`src/hdl/ass_params.svh`:
```
// timing constants for the analog sample sequencer strobe block
// assumes sys_clk figures below match the actual clock
`ifndef ASS_PARAMS_SVH
`define ASS_PARAMS_SVH
`define ASS_SYS_CLK_HZ       250000000
`define ASS_STROBE_LOW_NS    5000
`define ASS_CUR_HIGH_NS      5000
`define ASS_TEMP_HIGH_NS     10000
`define ASS_TEMP_SETTLE_NS   5000
`define ASS_TURNAROUND_CYC   10
`define ASS_CNT_W            16
`endif

```
`src/hdl/ass_pkg.sv`:
```
// types for the analog sample sequencer strobe block
// assumes ass_params.svh is on the include path
package ass_pkg;
  typedef enum logic [1:0] {
    ASS_KIND_VOLT,
    ASS_KIND_CUR,
    ASS_KIND_TEMP,
    ASS_KIND_DIFF
  } ass_kind_t;

  typedef enum logic [2:0] {
    ASS_IDLE,
    ASS_LOWWAIT,
    ASS_SETTLE,
    ASS_ACQ,
    ASS_CONV,
    ASS_HOLD,
    ASS_TURN
  } ass_state_t;
endpackage : ass_pkg

```
`src/hdl/ass_timer_if.sv`:
```
// interface between the sequencer and its countdown timer
// assumes one clock domain shared by both ends
`timescale 1ns/1ns
interface ass_timer_if #(parameter int W = 16);
  logic         load;
  logic [W-1:0] value;
  logic         done;
  modport ctrl  (output load, output value, input done);
  modport timer (input load, input value, output done);
endinterface : ass_timer_if

```
`src/hdl/ass_strobe_seq.sv`:
```
// strobe sequencer for current, temperature and differential monitor channels
// assumes the channel schedule and the ADC run on sys_clk; adc done comes from a pin
//
// Function
// - one strobe output per monitor channel
// - strobe stays low five microseconds after fall
// - current strobe high at least five microseconds
// - temperature strobe high at least ten microseconds
// - temperature: strobe, wait five microseconds, start
// - acquisition time elapses before conversion starts
// - strobe held whole channel time, dropped on move
// - ten cycles turnaround before next start
// - strobes only for current, temperature, differential
`timescale 1ns/1ns
`include "ass_params.svh"
module ass_strobe_seq import ass_pkg::*; #(
  parameter int NCH        = 8,
  parameter int CLK_HZ     = `ASS_SYS_CLK_HZ,
  parameter int CW         = `ASS_CNT_W
) (
  // clock and reset
  input  wire logic                    sys_clk,
  input  wire logic                    nrst,
  // channel schedule
  input  wire logic                    chanReq,
  input  wire logic [$clog2(NCH)-1:0]  chanSel,
  input  wire ass_kind_t               chanKind,
  input  wire logic [CW-1:0]           acqCycles,
  output logic                         chanBusy,
  output logic                         chanDone,
  // adc and monitors
  output logic [NCH-1:0]               monStrobe,
  output logic                         adcSample,
  output logic                         adcStart,
  input  wire logic                    adcConvDone
);
  // cycles per time, rounded up since all are minimums; never below one
  function automatic longint cycRaw(input longint ns);
    longint c;
    c = (ns * longint'(CLK_HZ) + 64'd999999999) / 64'd1000000000;
    if (c < 1) c = 1;
    return c;
  endfunction : cycRaw

  // same count cut to counter width; the width check below keeps the cut lossless
  function automatic logic [CW-1:0] nsToCyc(input longint ns);
    return CW'(cycRaw(ns));
  endfunction : nsToCyc

  localparam logic [CW-1:0] LOW_CYC    = nsToCyc(`ASS_STROBE_LOW_NS);
  localparam logic [CW-1:0] CUR_CYC    = nsToCyc(`ASS_CUR_HIGH_NS);
  localparam logic [CW-1:0] TEMP_CYC   = nsToCyc(`ASS_TEMP_HIGH_NS);
  localparam logic [CW-1:0] SETTLE_CYC = nsToCyc(`ASS_TEMP_SETTLE_NS);
  localparam logic [CW-1:0] TURN_CYC   = CW'(`ASS_TURNAROUND_CYC);

  // refuse settings the logic cannot serve; the half-range margin keeps the
  // longest strobe count well away from wrap-around
  if (NCH < 2) begin : gNch
    $error("ass_strobe_seq: NCH must be at least two");
  end
  if (CLK_HZ <= 0) begin : gClk
    $error("ass_strobe_seq: CLK_HZ must be positive");
  end
  if (CW < 4 || cycRaw(`ASS_TEMP_HIGH_NS) >= (longint'(1) << (CW - 1))) begin : gCw
    $error("ass_strobe_seq: CW too narrow for the longest strobe time");
  end
  if (`ASS_TURNAROUND_CYC < 2) begin : gTurn
    $error("ass_strobe_seq: turnaround count must be at least two");
  end

  typedef struct packed {
    ass_state_t             state;
    logic [$clog2(NCH)-1:0] chan;
    logic                   needStrobe;
    logic [CW-1:0]          highLeft;
    logic [NCH-1:0]         strobe;
    logic                   busy;
    logic                   done;
    logic                   sample;
    logic                   start;
    logic [1:0]             convSync;
    // per-channel low-time counters, one per strobe
    logic [NCH-1:0][CW-1:0] lowLeft;
  } ass_seq_st_t;

  ass_seq_st_t st, next_st;

  ass_timer_if #(.W(CW)) tif ();

  ass_timer #(.W(CW)) phaseTimer (
    .sys_clk (sys_clk),
    .nrst    (nrst),
    .tif     (tif.timer)
  );

  function automatic logic isStrobed(input ass_kind_t k);
    return (k == ASS_KIND_CUR) || (k == ASS_KIND_TEMP) || (k == ASS_KIND_DIFF);
  endfunction : isStrobed

  function automatic logic isTemp(input ass_kind_t k);
    return k == ASS_KIND_TEMP;
  endfunction : isTemp

  // count down to zero and rest there
  function automatic logic [CW-1:0] decSat(input logic [CW-1:0] v);
    return (v != '0) ? v - CW'(1) : v;
  endfunction : decSat

  logic convDone;
  assign convDone = st.convSync[1];

  always_comb begin
    next_st      = st;
    tif.load     = 1'b0;
    tif.value    = '0;
    next_st.done  = 1'b0;
    next_st.start = 1'b0;
    next_st.convSync = {st.convSync[0], adcConvDone};
    // high and low minimums run on plain cycle counters of sys_clk
    next_st.highLeft = decSat(st.highLeft);
    for (int i = 0; i < NCH; i++) begin
      next_st.lowLeft[i] = decSat(st.lowLeft[i]);
    end
    case (st.state)
      ASS_IDLE: begin
        // one request at a time; later ones are ignored until chanDone
        if (chanReq) begin
          next_st.chan       = chanSel;
          next_st.needStrobe = isStrobed(chanKind);
          next_st.busy       = 1'b1;
          next_st.state      = ASS_LOWWAIT;
        end
      end
      ASS_LOWWAIT: begin
        if (!st.needStrobe) begin
          next_st.state = ASS_ACQ;
          tif.load      = 1'b1;
          tif.value     = acqCycles;
          next_st.sample = 1'b1;
        end else if (st.lowLeft[st.chan] == '0) begin
          // a strobe may rise only once its low time has run out
          next_st.strobe[st.chan] = 1'b1;
          next_st.highLeft = isTemp(chanKind) ? TEMP_CYC : CUR_CYC;
          if (isTemp(chanKind)) begin
            next_st.state = ASS_SETTLE;
            tif.load      = 1'b1;
            tif.value     = SETTLE_CYC;
          end else begin
            next_st.state  = ASS_ACQ;
            tif.load       = 1'b1;
            tif.value      = acqCycles;
            next_st.sample = 1'b1;
          end
        end
      end
      ASS_SETTLE: begin
        // the temperature monitor settles with its strobe already high
        if (tif.done) begin
          next_st.state  = ASS_ACQ;
          tif.load       = 1'b1;
          tif.value      = acqCycles;
          next_st.sample = 1'b1;
        end
      end
      ASS_ACQ: begin
        // start is a one-cycle pulse on the edge where sampling ends
        if (tif.done) begin
          next_st.sample = 1'b0;
          next_st.start  = 1'b1;
          next_st.state  = ASS_CONV;
        end
      end
      ASS_CONV: begin
        // conversion done comes through the two-stage synchroniser
        if (convDone) begin
          next_st.state = ASS_HOLD;
        end
      end
      ASS_HOLD: begin
        // strobe kept for the whole channel time, never released early
        if (st.highLeft == '0 || !st.needStrobe) begin
          if (st.needStrobe) begin
            next_st.strobe[st.chan] = 1'b0;
            next_st.lowLeft[st.chan] = LOW_CYC;
          end
          next_st.state = ASS_TURN;
          // the timer's count-zero cycle and the idle entry are two of the turnaround cycles
          tif.load      = 1'b1;
          tif.value     = TURN_CYC - CW'(2);
        end
      end
      ASS_TURN: begin
        // chanDone ends the turnaround and frees the schedule side
        if (tif.done) begin
          next_st.state = ASS_IDLE;
          next_st.busy  = 1'b0;
          next_st.done  = 1'b1;
        end
      end
      default: begin
        next_st = '0;
      end
    endcase
  end

  always_ff @(posedge sys_clk or negedge nrst) begin
    if (!nrst) begin
      st <= '0;
    end else begin
      st <= next_st;
    end
  end

  assign monStrobe = st.strobe;
  assign adcSample = st.sample;
  assign adcStart  = st.start;
  assign chanBusy  = st.busy;
  assign chanDone  = st.done;
endmodule : ass_strobe_seq

```
`src/hdl/ass_timer.sv`:
```
// countdown timer: load a cycle count, done is high once it has run out
// assumes load pulses come from logic on sys_clk
`timescale 1ns/1ns
module ass_timer #(parameter int W = 16) (
  // clock and reset
  input wire logic sys_clk,
  input wire logic nrst,
  // control
  ass_timer_if.timer tif
);
  typedef struct packed {
    logic [W-1:0] count;
  } ass_tmr_st_t;

  ass_tmr_st_t st, next_st;

  always_comb begin
    next_st = st;
    if (tif.load) begin
      next_st.count = tif.value;
    end else if (st.count != '0) begin
      next_st.count = st.count - W'(1);
    end
  end

  always_ff @(posedge sys_clk or negedge nrst) begin
    if (!nrst) begin
      st <= '0;
    end else begin
      st <= next_st;
    end
  end

  // done reads the count only, so a load decided on done forms no loop
  assign tif.done = (st.count == '0);
endmodule : ass_timer

```
`config.mk`:
```
export PLATFORM = sky130hd
export DESIGN_NAME = ass_strobe_seq
export DESIGN_NICKNAME = d
export VERILOG_FILES = /design/src/hdl/ass_pkg.sv /design/src/hdl/ass_timer_if.sv /design/src/hdl/ass_strobe_seq.sv /design/src/hdl/ass_timer.sv
export VERILOG_INCLUDE_DIRS = /design/src /design/src/hdl
export SDC_FILE = /design/constraint.sdc
export NUM_CORES = 1
export LEC_CHECK = 0
export ABC_CLOCK_PERIOD_IN_PS = 3710
export BUFFER_PORTS_ARGS = -buffer_cell sky130_fd_sc_hd__buf_2
export CAP_MARGIN = 20
export CORE_MARGIN = 2
export CORE_UTILIZATION = 58
export CTS_CLUSTER_SIZE = 24
export DETAILED_ROUTE_END_ITERATION = 10
export PLACE_DENSITY = 0.77
export SETUP_SLACK_MARGIN = 0.3
export SYNTH_ARGS = -nofsm -noshare
export SYNTH_HDL_FRONTEND = slang
export SYNTH_HIERARCHICAL = 1
export SYNTH_SLANG_ARGS = --single-unit
```
`constraint.sdc`:
```
create_clock -name sys_clk -period 3.71 [get_ports sys_clk]
set_clock_uncertainty 0.05 [all_clocks]
set_input_delay 0.742 -clock sys_clk [delete_from_list [all_inputs] [get_ports sys_clk]]
set_output_delay 0.742 -clock sys_clk [all_outputs]
set_load 0.02 [all_outputs]
```
==> results.toml <==
[global_route]
antenna_found_initial = 0
grt_max_degree = 68
grt_overflow = 0
grt_pass1_vias = 8013
grt.total_usage_pct = 27.8
grt_pass1_wl_mm = 40.8

[sta]
slew_headroom_pct = 43.1
fmax_mhz = 320
finalMaxSlewViolations = 0
layout_min_cycle_time_ns = 3.13
post-route-period-util_pct = 84.3
timing.setup.tns_ns = 0
finalHoldWorstSlack_ns = 0.216
setup_viol = 0
rsz0062_at_grt = "no"
fin_ws_ns = 0.582
tightest_slew_ns = 0.851
hold_viol = 0

[worst_setup_path]
reg2reg_to = "st[143]$_DFF_PN0_"
worstRegToRegCells = 8
critPathBufInv = 1
cp.depth = 8
required_ns = 4.00
worstPathArrival_ns = 3.42
cp_max_fo = 14
critical_path.top_delay_family = "simple AND/OR/NAND/NOR gates"
regToRegStartpoint = "st[161]$_DFFE_PN0P_"
path_class = "reg -> reg"
crit_chain = "or4b_2, o21ai_0, mux4_2, nand4_1, nor2_2, buf_4, nand3_1, o22ai_1"
critPathSlowestCell = "or4b_2"
crit_path_start_kind = "register"
end_kind = "register"
rrSetupSlack_ns = 0.58
slowest_delay_ns = 0.61

[placed_design]
port_buffers = 36
post-place-ws_ns = 0.419
dp_hpwl_mm = 17.3
place_congestion = 0.891

[layout]
drive_above_1_share_pct = 11.0
finalNetCount = 1208
fin_util_pct = 65.1
diodes = 0
synthToLayoutAreaGrowth_pct = 9.68

[synthesis]
netlist_instances = 1132
synth-seq-area-share_pct = 44.1
synth-edff-count = 0
synth_top_flop_cell = "dfrtp_1"
synth_fp_nets = 1175
synthesis.area_mm2 = 0.0103
synth_area_leader_cell = "dfrtp_1"
netlist-cell-type-count = 81
synth_common_cells = "nor2_1 (194), dfrtp_1 (181), xnor2_1 (93), nand2_1 (76), o21ai_0 (72)"
syn_avg_cell_area_um2 = 9.07
synth_most_common_cell = "nor2_1"
yosys.area.top_type_share_pct = 44.1
synth.area.top_cells = "dfrtp_1 (44%), xnor2_1 (7.9%), nor2_1 (7.1%)"
yosysWarnings = 6
ys_async_sr_fraction_pct = 100
ys_seq_elements = 181

[clocking]
clk_pin_slew_worst_paths_ns = 0.07
tritoncts = "built"
cts.sinks = 181
htree_num_levels = 4
cts_root_buf = "clkbuf_16"
clk_path_buf_depth = 2
cts_setup_buffers = 0
clkLatencyLatePin_ns = 0.44
cts_buffers = 17

[floorplanning]
ioPinCount = 37
core_mm2 = 0.0173
die_y_um = 137
die_area_mm2 = 0.0188
start_util_pct = 59.3
die_w_um = 137
fp-row-count = 48

[detailed_routing]
vias_per_cell = 6.09
drc_errors = 0
drtIter0Drc = 773
vias = 8539
antenna_left = 0
drt-total-wl_mm = 24.8
dr.pass1.iters = 5
avgRoutedWirePerCell_um = 17.7

[worst_hold_path]
hold_class = "in -> async"

[power_and_ir_drop]
peakVddDrop_mv = 0.547
p_leak_nw = 4.84
p_per_area_mw_per_mm2 = 935

[outcome]
status = "finished, final reports clean"

[run]
cap_violations = 0
[per-stage QoR]
| stage | cells | power [mW] | instance area (um^2) |
|---|---|---|---|
| finish | 1403 | 10.5 | 11300 |
| global route | 1403 | 11.4 | 11300 |
| CTS | 1402 | 10.5 | 11200 |
| detailed placement | 1370 | 8.69 | 10700 |
| global placement | 1370 | 8.55 | 10700 |
| floorplan | 1132 | 7.43 | 10300 |
[flip-flops by register name, summed over array words and instances (netlist names)]
| name | flops |
|---|---|
| st | 152 |
| phaseTimer/st | 16 |
| monStrobe | 8 |
| adcSample | 1 |
| adcStart | 1 |
| chanBusy | 1 |
| chanDone | 1 |
| convDone | 1 |
[how the worst max path moves through the flow]
stage | startpoint | end | slack (ns)
final | st[161]$_DFFE_PN0P_ | st[143]$_DFF_PN0_ | 0.58
after global routing | st[89]$_DFF_PN0_ | phaseTimer/st[8]$_DFFE_PN0P_ | 0.37
after CTS | st[161]$_DFFE_PN0P_ | phaseTimer/st[15]$_DFFE_PN0P_ | 0.41
after detailed placement | st[161]$_DFFE_PN0P_ | phaseTimer/st[15]$_DFFE_PN0P_ | 0.42
after global placement | st[161]$_DFFE_PN0P_ | phaseTimer/st[15]$_DFFE_PN0P_ | 0.52
after floorplan | phaseTimer/st[0]$_DFFE_PN0P_ | phaseTimer/st[15]$_DFFE_PN0P_ | 0.67
[cell usage in the layout, fill, tap and decap left out, types with 4 or more instances in the layout]
master      Yosys  layout
nand3_1        22      22
clkinvlp_4      0       5
a21oi_1        47      46
or4_1          18      18
mux4_2          4       4
mux2i_1         4       4
or3_1          12      12
nand2b_1       12      12
nor3_1         67      67
nand3b_1        8       8
inv_1          32      32
o22ai_1         5       5
nor4b_1         5       5
buf_2          12      35
o21ai_0        72      72
nor2_1        194     194
clkbuf_1       24       4
nor2b_1         8       8
dfrtp_1       181     180
a31oi_1         5       5
a22o_1          4       4
nor3b_1         7       7
clkbuf_16       0      17
ha_1           18      18
xor2_1         32      32
nand2_1        76      76
a211oi_1        4       4
a21o_1          4       4
buf_4           9      25
and2_1         13      13
o211ai_1        7       7
xnor2_1        93      93
nor4_1         37      37
o31ai_1        12      12
nand4_1        10      10
[report_power, final]
part / switching [mW] / total, mW / internal [mW] / leakage, nW
sequential: 1.06 / 3.82 / 2.75 / 2.37
clock: 0.777 / 1.70 / 0.924 / 0.250
combinational: 2.82 / 5.00 / 2.19 / 2.22
total: 4.66 / 10.5 / 5.86 / 4.84
[final cells by class]
type,instances,area (um^2)
repair buffers,63,399
inverters,32,120
fillers,1396,6040
flip-flops and latches,181,4530
clock buffers,21,440
well taps,225,282
clock inverters,11,104
multi-input cells,870,5380
[metal layers]
metal | share of wire [%] | global-route usage (%) | vias up | routed length (um)
li1 | - | - | 4046 | -
met1 | 45 | 40.0 | 4135 | 11300
met2 | 45 | 41.2 | 309 | 11200
met3 | 7.0 | 6.19 | 49 | 1740
met4 | 2.5 | 10.1 | 0 | 621
met5 | 0 | 0 | - | 0
[cells by family after synthesis]
group / after synthesis / share of synthesized area, %
simple gates: 524 / 26.4
compound gates: 192 / 11.4
flops: 181 / 44.1
xor+xnor: 126 / 10.8
buf+inv: 81 / 3.58
fa+ha+maj: 18 / 2.19
mux: 10 / 1.49
[timing repair]
action	CTS	global route
endpoints found under the setup margin	0	14
hold buffers	0	0
resized for setup	0	2
Power figures use the tool's default switching activity.
